<file path="src/rtl/gsm_pkg.sv">
// shared constants of the gate switching monitor
package gsm_pkg;

  // ==========================================================
  // timer geometry
  localparam int GSM_CNT_W = 8;
  localparam logic [7:0] GSM_CNT_MAX = 8'hff;
  localparam logic [7:0] GSM_CNT_RST = 8'h00;

  // ==========================================================
  // register byte addresses
  localparam int GSM_ADDR_W = 8;
  localparam logic [7:0] GSM_ADDR_CTRL = 8'h00;
  localparam logic [7:0] GSM_ADDR_STATUS = 8'h04;
  localparam logic [7:0] GSM_ADDR_TIMES = 8'h08;
  localparam logic [7:0] GSM_ADDR_IRQ_STAT = 8'h0c;
  localparam logic [7:0] GSM_ADDR_IRQ_MASK = 8'h10;

  // ==========================================================
  // control register fields
  localparam int GSM_CTRL_ARM = 0;
  localparam int GSM_CTRL_FCLR = 1;
  localparam int GSM_CTRL_VERIF = 2;
  localparam int GSM_CTRL_WEAK = 3;
  localparam int GSM_CTRL_LVL_LO = 4;
  localparam int GSM_LVL_W = 4;
  localparam logic [3:0] GSM_LVL_RST = 4'h0;
  localparam logic [3:0] GSM_LVL_FULL = 4'hf;

  // ==========================================================
  // status and interrupt fields
  localparam int GSM_ST_FAULT = 0;
  localparam int GSM_ST_ON_ARMED = 1;
  localparam int GSM_ST_OFF_ARMED = 2;
  localparam int GSM_ST_ON_RUN = 3;
  localparam int GSM_ST_OFF_RUN = 4;
  localparam int GSM_IRQ_W = 3;
  localparam int GSM_IRQ_FAULT = 0;
  localparam int GSM_IRQ_ON_CAP = 1;
  localparam int GSM_IRQ_OFF_CAP = 2;
  localparam logic [2:0] GSM_IRQ_RST = 3'h0;

endpackage : gsm_pkg

</file>
<file path="src/rtl/gsm_chan_if.sv">
// link between the monitor core and one gate timer channel
`timescale 1ns/1ps
`default_nettype none
interface gsm_chan_if;
  logic start;
  logic reached;
  logic to_en;
  logic armed;
  logic fault;
  logic cap_done;
  logic [7:0] cap_val;
  logic running;

  modport ctrl (
    output start,
    output reached,
    output to_en,
    output armed,
    input fault,
    input cap_done,
    input cap_val,
    input running
  );

  modport chan (
    input start,
    input reached,
    input to_en,
    input armed,
    output fault,
    output cap_done,
    output cap_val,
    output running
  );
endinterface : gsm_chan_if
`default_nettype wire

</file>
<file path="src/rtl/gsm_timer_chan.sv">
// one gate transition timer: timeout check and one-shot capture
`timescale 1ns/1ps
`default_nettype none
module gsm_timer_chan
  import gsm_pkg::*;
(
  // clock and reset
  input wire logic clk_sys,
  input wire logic rst,
  // core side
  gsm_chan_if.chan ch
);

  logic [7:0] cnt_q;
  logic running_q;
  logic cap_active_q;
  logic fault_q;
  logic cap_done_q;
  logic [7:0] cap_val_q;
  logic at_max;
  logic ending;

  assign at_max = (cnt_q == GSM_CNT_MAX);
  // one more tick at the top would wrap: treat it as overflow
  assign ending = running_q && !ch.start && (ch.reached || at_max);

  // ==========================================================
  // counter
  // clear and count
  always_ff @(posedge clk_sys or posedge rst) begin
    if (rst) begin
      cnt_q <= GSM_CNT_RST;
      running_q <= 1'b0;
    end else if (ch.start) begin
      cnt_q <= GSM_CNT_RST;
      running_q <= 1'b1;
    end else if (running_q) begin
      if (ch.reached || at_max) begin
        running_q <= 1'b0;
      end else begin
        cnt_q <= cnt_q + 8'h01;
      end
    end
  end

  always_ff @(posedge clk_sys or posedge rst) begin
    if (rst) begin
      cap_active_q <= 1'b0;
    end else if (ch.start) begin
      cap_active_q <= ch.armed;
    end else if (ending) begin
      cap_active_q <= 1'b0;
    end
  end

  // ==========================================================
  // results
  // overflow raises the timeout event
  always_ff @(posedge clk_sys or posedge rst) begin
    if (rst) begin
      fault_q <= 1'b0;
    end else begin
      fault_q <= running_q && !ch.start && !ch.reached && at_max && ch.to_en;
    end
  end

  always_ff @(posedge clk_sys or posedge rst) begin
    if (rst) begin
      cap_done_q <= 1'b0;
      cap_val_q <= GSM_CNT_RST;
    end else begin
      cap_done_q <= ending && cap_active_q;
      if (ending && cap_active_q) begin
        cap_val_q <= ch.reached ? cnt_q : GSM_CNT_MAX;
      end
    end
  end

  assign ch.fault = fault_q;
  assign ch.cap_done = cap_done_q;
  assign ch.cap_val = cap_val_q;
  assign ch.running = running_q;

  // ==========================================================
  // checks
  chk_start_clears: assert property (@(posedge clk_sys) disable iff (rst)
    ch.start |=> (cnt_q == 8'h00) && running_q) else $error("start did not clear the timer");
  chk_stop_reached: assert property (@(posedge clk_sys) disable iff (rst)
    running_q && ch.reached && !ch.start |=> !running_q) else $error("timer ran past threshold");
  chk_fault_overflow: assert property (@(posedge clk_sys) disable iff (rst)
    fault_q |-> $past(cnt_q) == 8'hff && $past(running_q)) else $error("fault without overflow");
  chk_cap_saturate: assert property (@(posedge clk_sys) disable iff (rst)
    cap_done_q && !$past(ch.reached) |-> cap_val_q == 8'hff) else $error("capture not saturated");
  chk_cap_once: assert property (@(posedge clk_sys) disable iff (rst)
    cap_done_q |-> !cap_active_q) else $error("capture still active after done");

endmodule : gsm_timer_chan
`default_nettype wire

</file>
<file path="src/rtl/gsm_monitor.sv">
// gate switching monitor: timeouts, timing capture, apb registers
//
// Behaviour
// - turn-on start clears an 8-bit timer; stops at upper threshold; overflow sets fault.
// - hard turn-off transition clears timer; stops at lower threshold; overflow sets fault.
// - verification or weak-on mode suppresses turn-on timeout only; turn-off stays.
// - arm command sets both turn-on and turn-off capture armed flags.
// - once armed, exactly one capture per direction until re-armed.
// - armed turn-on clears its time, counts, stores count at upper threshold, disarms.
// - armed turn-off clears its time, counts, stores count at lower threshold, disarms.
// - capture overflow stores saturated ff instead of a wrapped count.
// - weak-on mode drives turn-on at the reduced level from a config field.
`timescale 1ns/1ps
`default_nettype none
module gsm_monitor
  import gsm_pkg::*;
(
  // clock and reset
  input wire logic clk_sys,
  input wire logic rst,
  // apb slave
  input wire logic psel,
  input wire logic penable,
  input wire logic pwrite,
  input wire logic [GSM_ADDR_W-1:0] paddr,
  input wire logic [31:0] pwdata,
  output logic [31:0] prdata,
  output logic pready,
  output logic pslverr,
  // switching sequence events
  input wire logic turnon_start,
  input wire logic turnoff_hard,
  // gate comparators, asynchronous
  input wire logic gate_high_cmp,
  input wire logic gate_low_cmp,
  // outputs
  output logic gate_fault_flag,
  output logic [GSM_LVL_W-1:0] turnon_level_sel,
  output logic irq
);

  // ==========================================================
  // declarations
  logic high_s1_q;
  logic high_s2_q;
  logic low_s1_q;
  logic low_s2_q;
  logic verif_mode_q;
  logic weak_on_mode_q;
  logic [GSM_LVL_W-1:0] weak_lvl_q;
  logic [GSM_LVL_W-1:0] level_q;
  logic fault_q;
  logic on_armed_q;
  logic off_armed_q;
  logic [7:0] on_time_q;
  logic [7:0] off_time_q;
  logic [GSM_IRQ_W-1:0] irq_stat_q;
  logic [GSM_IRQ_W-1:0] irq_mask_q;
  logic [GSM_IRQ_W-1:0] irq_set;
  logic [31:0] rdata_q;
  logic slverr_q;
  logic setup_phase;
  logic wr_access;
  logic rd_access;
  logic arm_cmd;
  logic fault_clr;
  logic [31:0] rd_mux;

  gsm_chan_if on_if ();
  gsm_chan_if off_if ();

  // ==========================================================
  // helpers
  function automatic logic addr_is(input logic [GSM_ADDR_W-1:0] a, input logic [7:0] reg_addr);
    addr_is = (a == reg_addr);
  endfunction : addr_is

  function automatic logic addr_mapped(input logic [GSM_ADDR_W-1:0] a);
    addr_mapped = addr_is(a, GSM_ADDR_CTRL) || addr_is(a, GSM_ADDR_STATUS) ||
                  addr_is(a, GSM_ADDR_TIMES) || addr_is(a, GSM_ADDR_IRQ_STAT) ||
                  addr_is(a, GSM_ADDR_IRQ_MASK);
  endfunction : addr_mapped

  // ==========================================================
  // comparator synchronisers
  // two flops per comparator, only the second one is used
  always_ff @(posedge clk_sys or posedge rst) begin
    if (rst) begin
      high_s1_q <= 1'b0;
      high_s2_q <= 1'b0;
      low_s1_q <= 1'b0;
      low_s2_q <= 1'b0;
    end else begin
      high_s1_q <= gate_high_cmp;
      high_s2_q <= high_s1_q;
      low_s1_q <= gate_low_cmp;
      low_s2_q <= low_s1_q;
    end
  end

  // ==========================================================
  // timer channels
  // the sync adds two cycles of latency to every measured time
  assign on_if.start = turnon_start;
  assign on_if.reached = high_s2_q;
  // turn-on timeout off in test modes
  assign on_if.to_en = !(verif_mode_q || weak_on_mode_q);
  assign on_if.armed = on_armed_q;

  assign off_if.start = turnoff_hard;
  assign off_if.reached = low_s2_q;
  assign off_if.to_en = 1'b1;
  assign off_if.armed = off_armed_q;

  gsm_timer_chan u_on_chan (
    .clk_sys(clk_sys),
    .rst(rst),
    .ch(on_if.chan)
  );

  gsm_timer_chan u_off_chan (
    .clk_sys(clk_sys),
    .rst(rst),
    .ch(off_if.chan)
  );

  // ==========================================================
  // apb decode
  // zero wait states; read data is sampled in the setup cycle
  assign setup_phase = psel && !penable;
  assign wr_access = psel && penable && pwrite && addr_mapped(paddr);
  assign rd_access = psel && penable && !pwrite;
  assign arm_cmd = wr_access && addr_is(paddr, GSM_ADDR_CTRL) && pwdata[GSM_CTRL_ARM];
  assign fault_clr = wr_access && addr_is(paddr, GSM_ADDR_CTRL) && pwdata[GSM_CTRL_FCLR];
  assign pready = 1'b1;
  assign prdata = rdata_q;
  assign pslverr = slverr_q;

  always_comb begin
    rd_mux = 32'h0000_0000;
    if (addr_is(paddr, GSM_ADDR_CTRL)) begin
      rd_mux[GSM_CTRL_VERIF] = verif_mode_q;
      rd_mux[GSM_CTRL_WEAK] = weak_on_mode_q;
      rd_mux[GSM_CTRL_LVL_LO +: GSM_LVL_W] = weak_lvl_q;
    end else if (addr_is(paddr, GSM_ADDR_STATUS)) begin
      rd_mux[GSM_ST_FAULT] = fault_q;
      rd_mux[GSM_ST_ON_ARMED] = on_armed_q;
      rd_mux[GSM_ST_OFF_ARMED] = off_armed_q;
      rd_mux[GSM_ST_ON_RUN] = on_if.running;
      rd_mux[GSM_ST_OFF_RUN] = off_if.running;
    end else if (addr_is(paddr, GSM_ADDR_TIMES)) begin
      rd_mux[15:0] = {off_time_q, on_time_q};
    end else if (addr_is(paddr, GSM_ADDR_IRQ_STAT)) begin
      rd_mux[GSM_IRQ_W-1:0] = irq_stat_q;
    end else if (addr_is(paddr, GSM_ADDR_IRQ_MASK)) begin
      rd_mux[GSM_IRQ_W-1:0] = irq_mask_q;
    end
  end

  always_ff @(posedge clk_sys or posedge rst) begin
    if (rst) begin
      rdata_q <= 32'h0000_0000;
      slverr_q <= 1'b0;
    end else if (setup_phase) begin
      rdata_q <= pwrite ? 32'h0000_0000 : rd_mux;
      slverr_q <= !addr_mapped(paddr);
    end
  end

  // ==========================================================
  // control register
  // weak-on selects the reduced turn-on level
  always_ff @(posedge clk_sys or posedge rst) begin
    if (rst) begin
      verif_mode_q <= 1'b0;
      weak_on_mode_q <= 1'b0;
      weak_lvl_q <= GSM_LVL_RST;
      level_q <= GSM_LVL_FULL;
    end else begin
      if (wr_access && addr_is(paddr, GSM_ADDR_CTRL)) begin
        verif_mode_q <= pwdata[GSM_CTRL_VERIF];
        weak_on_mode_q <= pwdata[GSM_CTRL_WEAK];
        weak_lvl_q <= pwdata[GSM_CTRL_LVL_LO +: GSM_LVL_W];
      end
      level_q <= weak_on_mode_q ? weak_lvl_q : GSM_LVL_FULL;
    end
  end

  assign turnon_level_sel = level_q;

  // ==========================================================
  // fault flag
  // either timeout sets the sticky fault; set beats clear
  always_ff @(posedge clk_sys or posedge rst) begin
    if (rst) begin
      fault_q <= 1'b0;
    end else begin
      fault_q <= (fault_q && !fault_clr) || on_if.fault || off_if.fault;
    end
  end

  assign gate_fault_flag = fault_q;

  // ==========================================================
  // capture arming
  // arm sets both flags; a new arm beats a finishing capture
  always_ff @(posedge clk_sys or posedge rst) begin
    if (rst) begin
      on_armed_q <= 1'b0;
      off_armed_q <= 1'b0;
    end else begin
      on_armed_q <= (on_armed_q && !on_if.cap_done) || arm_cmd;
      off_armed_q <= (off_armed_q && !off_if.cap_done) || arm_cmd;
    end
  end

  // ==========================================================
  // measured times
  // turn-on time cleared at an armed start, loaded at threshold
  always_ff @(posedge clk_sys or posedge rst) begin
    if (rst) begin
      on_time_q <= GSM_CNT_RST;
    end else if (on_if.cap_done) begin
      on_time_q <= on_if.cap_val;
    end else if (turnon_start && on_armed_q) begin
      on_time_q <= GSM_CNT_RST;
    end
  end

  // turn-off time cleared at an armed hard transition, loaded at threshold
  always_ff @(posedge clk_sys or posedge rst) begin
    if (rst) begin
      off_time_q <= GSM_CNT_RST;
    end else if (off_if.cap_done) begin
      off_time_q <= off_if.cap_val;
    end else if (turnoff_hard && off_armed_q) begin
      off_time_q <= GSM_CNT_RST;
    end
  end

  // ==========================================================
  // interrupts
  // only bits that were returned by the read are cleared, so an
  // event landing between setup and access is kept
  assign irq_set[GSM_IRQ_FAULT] = on_if.fault || off_if.fault;
  assign irq_set[GSM_IRQ_ON_CAP] = on_if.cap_done;
  assign irq_set[GSM_IRQ_OFF_CAP] = off_if.cap_done;

  always_ff @(posedge clk_sys or posedge rst) begin
    if (rst) begin
      irq_stat_q <= GSM_IRQ_RST;
    end else if (rd_access && addr_is(paddr, GSM_ADDR_IRQ_STAT)) begin
      irq_stat_q <= (irq_stat_q & ~rdata_q[GSM_IRQ_W-1:0]) | irq_set;
    end else begin
      irq_stat_q <= irq_stat_q | irq_set;
    end
  end

  always_ff @(posedge clk_sys or posedge rst) begin
    if (rst) begin
      irq_mask_q <= GSM_IRQ_RST;
    end else if (wr_access && addr_is(paddr, GSM_ADDR_IRQ_MASK)) begin
      irq_mask_q <= pwdata[GSM_IRQ_W-1:0];
    end
  end

  assign irq = |(irq_stat_q & irq_mask_q);

  // ==========================================================
  // checks
  chk_arm_sets_both: assert property (@(posedge clk_sys) disable iff (rst)
    arm_cmd |=> on_armed_q && off_armed_q) else $error("arm did not set both flags");
  chk_on_timeout_mode: assert property (@(posedge clk_sys) disable iff (rst)
    on_if.fault |-> !$past(verif_mode_q) && !$past(weak_on_mode_q)) else $error("turn-on timeout in test mode");
  chk_fault_sticky: assert property (@(posedge clk_sys) disable iff (rst)
    fault_q && !fault_clr |=> fault_q) else $error("fault flag dropped");
  chk_on_disarm: assert property (@(posedge clk_sys) disable iff (rst)
    on_if.cap_done && !arm_cmd |=> !on_armed_q && on_time_q == $past(on_if.cap_val)) else $error("turn-on capture");
  chk_off_disarm: assert property (@(posedge clk_sys) disable iff (rst)
    off_if.cap_done && !arm_cmd |=> !off_armed_q && off_time_q == $past(off_if.cap_val)) else $error("turn-off capture");
  chk_high_sync: assert property (@(posedge clk_sys) disable iff (rst)
    gate_high_cmp [*2] |=> high_s2_q) else $error("upper comparator sync latency");
  chk_weak_level: assert property (@(posedge clk_sys) disable iff (rst)
    weak_on_mode_q && $stable(weak_lvl_q) |=> turnon_level_sel == $past(weak_lvl_q)) else $error("weak level");

endmodule : gsm_monitor
`default_nettype wire

</file>
<file path="config.mk">
export PLATFORM = sky130hd
export DESIGN_NAME = gsm_monitor
export DESIGN_NICKNAME = d
export VERILOG_FILES = /design/src/rtl/gsm_pkg.sv /design/src/rtl/gsm_chan_if.sv /design/src/rtl/gsm_timer_chan.sv /design/src/rtl/gsm_monitor.sv
export SDC_FILE = /design/constraint.sdc
export NUM_CORES = 1
export LEC_CHECK = 0
export BUFFER_PORTS_ARGS = -buffer_cell sky130_fd_sc_hd__buf_2
export CORE_ASPECT_RATIO = 2
export CORE_MARGIN = 4
export CORE_UTILIZATION = 54
export CTS_CLUSTER_DIAMETER = 60
export DETAILED_ROUTE_END_ITERATION = 6
export PLACE_DENSITY = 0.78
export SYNTH_ARGS = -nofsm -noshare
export SYNTH_HDL_FRONTEND = slang
export SYNTH_SLANG_ARGS = --single-unit
export TNS_END_PERCENT = 30
</file>
<file path="constraint.sdc">
create_clock -name clk_sys -period 3.05 [get_ports clk_sys]
set_input_delay 0.1525 -clock clk_sys [delete_from_list [all_inputs] [get_ports clk_sys]]
set_output_delay 0.1525 -clock clk_sys [all_outputs]
set_load 0.05 [all_outputs]
</file>
# Word level (Yosys, flattened, before mapping)
# Index checks and enable logic that the tools add are counted.
# Widths: inputs -> output; s select.
[totals]
regBits = 112
in_bits = 49
output_inout_bits = 40
[classes]
addsub = 2
n_mux = 34
n_eq_ne = 8
reduce_logical = 59
n_bitwise = 5
[ops]
columns = ["op", "n"]
rows = [
  ["$mux 8", 13],
  ["$logic_and 1x1->1", 26],
  ["$add 8x1->8 const B", 2],
  ["$eq 8x4->1 const B", 2],
  ["$eq 8x8->1 const B", 2],
  ["$mux 16", 1],
  ["$mux 13", 1],
  ["$logic_or 1x1->1", 12],
  ["$mux 3", 4],
  ["$reduce_bool 2->1", 6],
  ["$logic_not 1->1", 11],
  ["$mux 11", 1],
  ["$mux 1", 10],
  ["$eq 8x3->1 const B", 1],
  ["$eq 8x5->1 const B", 1],
  ["$logic_not 8->1", 1],
  ["$and 3x3->3", 2],
  ["$mux 6", 1],
  ["$or 3x3->3", 2],
  ["$mux 5", 1],
  ["$mux 4", 1],
  ["$ne 2x2->1 const B", 2],
  ["$reduce_and 2->1", 2],
  ["$not 3->3", 1],
  ["other kinds (2)", 2],
]

# Logic depth before layout (Yosys ltp)
# Gate-level depths: netlist (run 1).
[depth]
word_depth = 12
ltp_mapped = 6

# Hierarchy
# From an unflattened synthesis (run 1), not the netlist that was laid out.
[hier_totals]
cells_unflattened = 382
hier_area_um2 = 4269.1
[by_module_without_submodules]
columns = ["mod", "cells_per_inst", "area_each_um2", "seq_area_each_um2", "n_inst"]
rows = [
  ["gsm_monitor", 240, 2514.9, 1406.3, 1],
  ["gsm_timer_chan", 71, 877.1, 500.5, 2],
]

# Worst setup path after synthesis (run 1)
# No wires, ideal clock.
[synth_path]
path_kind = "input to register"
from = "in paddr[0]"
to = "reg rdata_q[5], in the netlist prdata[5]"
path_slack_ns = 1.259
stages = 6
arrival_ns = 1.725
path_buffers = 2
cell_sequence = "or4_4 > buf_6 > or4_4 > nor3_4 > buf_6 > a221o_1"
[synth_via]
elab_chain_cells = 5
word_cells_on_any_way = 7
[synth_rtl]
columns = ["element", "line", "rtl"]
rows = [
  ["from (decl)", "gsm_monitor.sv:25", "input wire logic [GSM_ADDR_W-1:0] paddr,"],
  ["$eq 8x4->1", "gsm_monitor.sv:75", "addr_is = (a == reg_addr);"],
  ["$mux 13", "gsm_monitor.sv:151", "end else if (addr_is(paddr, GSM_ADDR_TIMES)) begin"],
  ["$mux 11", "gsm_monitor.sv:145", "end else if (addr_is(paddr, GSM_ADDR_STATUS)) begin"],
  ["$mux 6 (*)", "gsm_monitor.sv:141", "if (addr_is(paddr, GSM_ADDR_CTRL)) begin"],
  ["$mux 16 (*)", "gsm_monitor.sv:165", "rdata_q <= pwrite ? 32'h0000_0000 : rd_mux;"],
  ["to (signal assigned)", "gsm_monitor.sv:165", ""],
  ["to (decl)", "gsm_monitor.sv:60", "logic [31:0] rdata_q;"],
]
# Every way passes the cells marked *; elsewhere a longest branch is shown, timed or not.
# A chain may end at the register's enable or synchronous reset.

# Worst setup path in the final report (run 1)
[layout_path]
from = "reg u_off_chan.cnt_q[0]"
to = "reg u_off_chan.cnt_q[7]"
[layout_via]
elab_chain_cells = 4
word_cells_on_any_way = 8
[layout_rtl]
columns = ["element", "line", "rtl"]
rows = [
  ["from (decl)", "gsm_timer_chan.sv:14", "logic [7:0] cnt_q;"],
  ["from (signal assigned)", "gsm_timer_chan.sv:41", "cnt_q <= cnt_q + 8'h01;"],
  ["$add 8x1->8 or $eq 8x8->1 (tied branches)", "gsm_timer_chan.sv:41, gsm_timer_chan.sv:23", ""],
  ["$mux 8 or $logic_or 1x1->1 (tied branches)", "gsm_timer_chan.sv:38", "if (ch.reached || at_max) begin"],
  ["$mux 8 or $ne 2x2->1 (tied branches)", "n/a", ""],
  ["$mux 8 or $reduce_and 2->1 (tied branches)", "n/a", ""],
]
# Parallel ways exist; a longest one is shown, timed or not. The select of a mux whose other input is x is not followed.

==> results of run 1 <==
-- where the power goes --
| group | switching [mW] | leakage, nW | internal [mW] |
|---|---|---|---|
| Combinational | 0.188 | 0.858 | 0.124 |
| Sequential | 0.0951 | 1.27 | 1.41 |
| Clock | 0.438 | 0.141 | 0.648 |
| Total | 0.722 | 2.27 | 2.18 |
-- synthesized netlist by cell type (all sizes together) (2+ instances only) --
library cell | instances | area, um2
a211o | 2 | 17.52
inv | 6 | 22.52
mux2i | 9 | 90.09
nand2b | 9 | 56.30
nand4 | 3 | 18.77
nor4 | 5 | 52.55
a22o | 11 | 96.34
dfrtp | 92 | 2302
or2 | 2 | 12.51
a2bb2oi | 2 | 17.52
ha | 2 | 25.02
mux2 | 10 | 112.6
or4 | 3 | 30.03
o21a | 2 | 15.01
dfstp | 4 | 105.1
conb | 2 | 7.510
o22a | 16 | 140.1
o21ba | 2 | 20.02
nand3 | 8 | 40.04
o211ai | 4 | 30.03
or3 | 2 | 12.51
o31ai | 5 | 37.54
a221o | 3 | 30.03
and3 | 4 | 25.02
nor2 | 16 | 60.06
o21ai | 25 | 125.1
and2 | 4 | 25.02
nor2b | 6 | 37.54
a21o | 2 | 15.01
xor2 | 5 | 43.79
a21oi | 5 | 25.02
nand2 | 50 | 187.7
clkbuf | 12 | 45.04
o22ai | 2 | 12.51
buf | 19 | 150.1
nor3 | 7 | 51.30
-- cells by family after synthesis --
logic type / after synthesis / synth area share [%]
other: 2 / 0.1797
and+or+nand+nor: 123 / 15.51
DFF: 96 / 57.60
adders and majority gates: 2 / 0.5987
buffers and inverters: 37 / 5.209
AOI/OAI and AO/OA: 86 / 15.00
xor gates and xnor gates: 5 / 1.048
muxes: 19 / 4.850
-- per-stage QoR --
step | total power [mW] | util [%]
after floorplan | 1.758 | -
after global placement | 1.810 | 58.71
after detailed placement | 1.838 | 58.71
after CTS | 2.934 | 62.90
after global routing | 3.038 | 62.90
final | 2.904 | 62.90
-- per-layer routing --
metal	wire, um	vias to the layer above
li1	-	1394
met1	3121	1434
met2	4660	79
met3	396	19
met4	252	0
met5	0	-
-- worst max-delay path: cells and delay by family, from the launching register on --
kind / cells / cell delay, ps
multiplexers: 1 / 300
AO/OA/AOI/OAI: 1 / 560
flip-flops: 1 / 410
adder cells (fa/ha/maj): 1 / 250
AND/OR/NAND/NOR: 2 / 290
-- area by class of cell --
| type | instances | area (um2) |
|---|---|---|
| flip-flops and latches | 96 | 2407 |
| clock inverters | 3 | 43.79 |
| inverters | 6 | 23.77 |
| fillers | 611 | 2799 |
| repair buffers | 53 | 300.3 |
| well taps | 94 | 117.6 |
| clock buffers | 11 | 242.7 |
| multi-input cells | 252 | 1610 |
-- registers in the layout, indices dropped and copies added, names as in the netlist, 4 cells and up --
| register | flops |
|---|---|
| u_on_chan.ch.cap_val | 8 |
| u_on_chan.cnt_q | 8 |
| on_time_q | 8 |
| u_off_chan.cnt_q | 8 |
| weak_lvl_q | 4 |
| prdata | 16 |
| u_off_chan.ch.cap_val | 8 |
| off_time_q | 8 |
| turnon_level_sel | 4 |
-- how the worst max path moves through the flow --
| stage | end | slack [ps] | depth (start not counted) | from |
|---|---|---|---|---|
| 2_1_floorplan | gate_fault_flag | 400 | 1 | rst |
| 3_3_place_gp | prdata[6] | 1010 | 5 | paddr[0] |
| 3_5_place_dp | prdata[5] | 970 | 5 | paddr[0] |
| 4_1_cts | u_off_chan.cnt_q[7] | 1100 | 5 | u_off_chan.cnt_q[0] |
| 5_1_grt | u_off_chan.cnt_q[7] | 950 | 5 | u_off_chan.cnt_q[0] |
| 6_report | u_off_chan.cnt_q[7] | 1130 | 5 | u_off_chan.cnt_q[0] |
-- timing repair --
item | 4_1_cts | 5_1_grt
hold endpoints to repair | 47 | 0
hold buffers | 3 | 0
resized for setup | 0 | 0
setup buffers | 0 | 0
==> reports/metrics.yaml, run 1 <==
status: "finished clean"
cp_max_fo: 10
dieHeight_um: 132.4
min_period_ps: 1921
timing.final.ws_setup_ps: 1129
ir_worst_vdd_uv: 332.5
max_cap_violations: 0
seq_area_frac_synth_pct: 57.60
grtUsageTotal_pct: 19.21
drive_gt1_share_pct: 20.90
setup.worst_path.start_class: "register"
final_cells: 515
cts-root-buf: "clkbuf_16"
crit_type: "register to register"
ys_types: 52
firstDrtPassIters: 4
skew_ps: 5.127
postSynthAreaPerCell_um2: 11.29
clock_latency_ps: 340
power.leakage_nw: 2.269
dp_hpwl_um: 6162
hold_start: "pwdata[6]"
reg2reg_depth: 5
ys.flop_type: "dfrtp_1"
worstSetupEndpointType: "register"
grt-busiest-layer: "met2"
mostFrequentLayoutCells: "dfrtp_1 (92), nand2_1 (50), buf_2 (47)"
vias_per_cell: 5.682
coreArea_mm2: 0.007545
r2r-start: "u_off_chan.cnt_q[0]"
cts_buffer_depth: 2
fin_crit_sh_pct: 63.00
setup_violations: 0
cts_sinks: 96
min_path_cells: 2
drcViolationCount: 0
core.rowCount: 45
overflow: 0
globalplace.congestion: 0.8619
synth_area_mm2: 0.004179
routedWlPerCell_um: 16.37
hold_viol: 0
ff2ff_setup_slack_ps: 1130
fmax_mhz: 520.5
place_area_mm2: 0.004429
holdWs_ps: 49.10
diodes: 0
final.setup.tns_ps: 0
power_density_mw_per_mm2: 611.9
slew_viol_final: 0
min_to: "weak_lvl_q[2]"
synth_edf_count: 0
grt_use_met2_pct: 34.19
required_ps: 3280
area_growth_pct: 13.56
worstMarginPinSlew_ps: 811.4
max-slew-margin-rel_pct: 45.85
cts_buffers: 9
synth_warnings: 0
worstHoldPathType: "input pin to register"
nets: 469
ys_seq_elements: 96
slowest_delay_ps: 560
ant_nets: 0
met1_usage_pct: 20.79
die-area_mm2: 0.009296
design_area_mm2: 0.004746
placed_cells: 498
antenna_found_initial: 0
vias: 2926
initial_core_util_pct: 55.39
dr.first_iter.drc_count: 223
cp_slowest_cell: "o21ai_1"
cts_tree: "yes"
syn-instance-count: 370
cp.arrival_ps: 2150
timing.rr.end: "u_off_chan.cnt_q[7]"
path_cells: "ha_1, nand3_1, o21ai_1, nor3_1, mux2_2"
grt_max_degree: 48
grt_util_met3_pct: 4.259
path_clk_slew_ps: 60
dieWidth_um: 70.21
ios: 89
rsz0062_at_grt: "no"
port_buffers: 47
final_common_cell: "dfrtp_1"
wirelength_um: 8431
htree_levels: 3
grt_pass1_wl_um: 14030
grt_pass1_vias: 3010
dp_slack_ps: 965.8
async_flop_share_pct: 100.0
(Power assumes the default switching activity.)
==> inputs of run 2 (changes only) <==
--- a/config.mk
+++ b/config.mk
@@ -8,10 +8,10 @@
 export BUFFER_PORTS_ARGS = -buffer_cell sky130_fd_sc_hd__buf_2
 export CORE_ASPECT_RATIO = 2
 export CORE_MARGIN = 4
-export CORE_UTILIZATION = 54
+export CORE_UTILIZATION = 49
 export CTS_CLUSTER_DIAMETER = 60
 export DETAILED_ROUTE_END_ITERATION = 6
-export PLACE_DENSITY = 0.78
+export PLACE_DENSITY = 0.75
 export SYNTH_ARGS = -nofsm -noshare
 export SYNTH_HDL_FRONTEND = slang
 export SYNTH_SLANG_ARGS = --single-unit
==> constraint.sdc (replaced) <==
create_clock -name clk_sys -period 1.75 [get_ports clk_sys]
set_input_delay 0.0875 -clock clk_sys [delete_from_list [all_inputs] [get_ports clk_sys]]
set_output_delay 0.0875 -clock clk_sys [all_outputs]
set_load 0.05 [all_outputs]
==> reports/metrics.yaml, run 2 (synthesis gave the netlist of run 1 again) <==
status: "finished clean"  # unchanged
power_mw: 5.317  # was 2.904 mW
htree_levels: 3  # unchanged
dp_hpwl_um: 6633  # was 6162 um
coreArea_mm2: 0.008292  # was 0.007545 mm2
drive_gt1_share_pct: 25.77  # was 20.90%
dieHeight_um: 138.6  # was 132.4 um
rsz0062_at_grt: "yes"  # was no
cp.arrival_ps: 1810  # was 2150 ps
skew_ps: 4.704  # was 5.127 ps
grt_max_degree: 40  # was 48
vias_per_cell: 5.516  # was 5.682
design_area_mm2: 0.005075  # was 0.004746 mm2
cp_max_fo: 5  # was 10
cts-root-buf: "clkbuf_16"  # unchanged
globalplace.congestion: 0.8258  # was 0.8619
setup.worst_path.start_class: "register"  # unchanged
antenna_found_initial: 0  # unchanged
fin_crit_sh_pct: 90.22  # was 63.00%
die-area_mm2: 0.01016  # was 0.009296 mm2
crit_type: "register to register"  # unchanged
mostFrequentLayoutCells: "dfrtp_1 (92), nand2_1 (50), buf_2 (47)"  # unchanged
placed_cells: 526  # was 498
vias: 3045  # was 2926
min_period_ps: 1579  # was 1921 ps
cts_tree: "yes"  # unchanged
drcViolationCount: 0  # unchanged
path_clk_slew_ps: 60  # about the same
grtUsageTotal_pct: 18.99  # was 19.21%
ir_worst_vdd_uv: 708.8  # was 332.5 uV
ios: 89  # unchanged
final_common_cell: "dfrtp_1"  # unchanged
nets: 500  # was 469
clock_latency_ps: 340  # about the same
hold_viol: 0  # unchanged
power_density_mw_per_mm2: 1048  # was 611.9 mW/mm2
overflow: 0  # unchanged
worstSetupEndpointType: "register"  # unchanged
diodes: 0  # unchanged
setup_violations: 0  # unchanged
cts_sinks: 96  # unchanged
ant_nets: 0  # unchanged
grt_pass1_vias: 3157  # was 3010
max-slew-margin-rel_pct: 55.84  # was 45.85%
area_growth_pct: 21.44  # was 13.56%
grt_pass1_wl_um: 14930  # was 14030 um
wirelength_um: 8898  # was 8431 um
power.leakage_nw: 2.442  # was 2.269 nW
cts_buffers: 9  # unchanged
firstDrtPassIters: 4  # unchanged
core.rowCount: 47  # was 45
cts_buffer_depth: 2  # unchanged
routedWlPerCell_um: 16.12  # was 16.37 um
fmax_mhz: 633.3  # was 520.5 MHz
worstHoldPathType: "input pin to register"  # unchanged
ff2ff_setup_slack_ps: 170  # was 1130 ps
port_buffers: 47  # unchanged
final_cells: 552  # was 515
initial_core_util_pct: 50.40  # was 55.39%
place_area_mm2: 0.004642  # was 0.004429 mm2
dr.first_iter.drc_count: 184  # was 223
holdWs_ps: 35.82  # was 49.10 ps
dieWidth_um: 73.30  # was 70.21 um
worstMarginPinSlew_ps: 660.9  # was 811.4 ps
slew_viol_final: 0  # unchanged
required_ps: 1980  # was 3280 ps
max_cap_violations: 0  # unchanged
largest_reg_flops: 16  # unchanged
[run 2: path summary, 6_finish.rpt]
path                                     from                  to  cells after the start
max in group asynchronous                 rst        on_time_q[4]                      4
max                        u_on_chan.cnt_q[0]  u_on_chan.cnt_q[3]                      5
min reg2reg                         high_s1_q           high_s2_q                      0
min                                 pwdata[0]       irq_mask_q[0]                      2
min in group asynchronous                 rst             pslverr                      3
max reg2reg                u_on_chan.cnt_q[0]  u_on_chan.cnt_q[3]                      5
[run 2: worst max-delay path, cell delays in order (launching register included)]
cell and delay (ps):
dfrtp_1 400, ha_1 210, nand3_1 150, o211ai_1 470, xor2_1 190, nor2_1 50
[run 2: power by group]
part / internal (mW) / switching, mW
registers: 2.46 / 0.159
logic: 0.248 / 0.336
clock network: 1.27 / 0.849
[run 2: layer usage]
metal | vias to the layer above | routed length, um | share of wire (%) | global-route usage (%)
li1 | 1451 | - | - | -
met1 | 1500 | 3255 | 37 | 20.41
met2 | 73 | 4952 | 56 | 33.92
met3 | 21 | 371 | 4.2 | 4.136
met4 | 0 | 318 | 3.6 | 8.978
met5 | - | 0 | 0 | 0
[run 2: stage by stage]
stage / worst slack (ps) / util [%] / TNS, ps
6_report: 171.1 / 61.20 / 0
5_1_grt: -31.00 / 61.20 / -31.00
3_3_place_gp: -43.04 / 55.98 / -285.2
4_1_cts: 118.2 / 61.14 / 0
2_1_floorplan: 24.15 / - / 0
3_5_place_dp: -102.2 / 55.98 / -577.3
[run 2: cell type report]
cell class	instances	area (um2)
Tap cell	98	122.6
Timing Repair Buffer	84	575.6
Clock buffer	9	225.2
Fill cell	657	3217
Multi-Input combinational cell	252	1615
Inverter	6	26.28
Sequential cell	96	2407
Clock inverter	7	102.6
[run 2: what timing repair did]
item / CTS / global route
setup buffers: 0 / 0
endpoints found under the hold margin: 33 / 0
endpoints found under the setup margin: 0 / 10
resized for setup: 0 / 2
hold buffers: 10 / 0
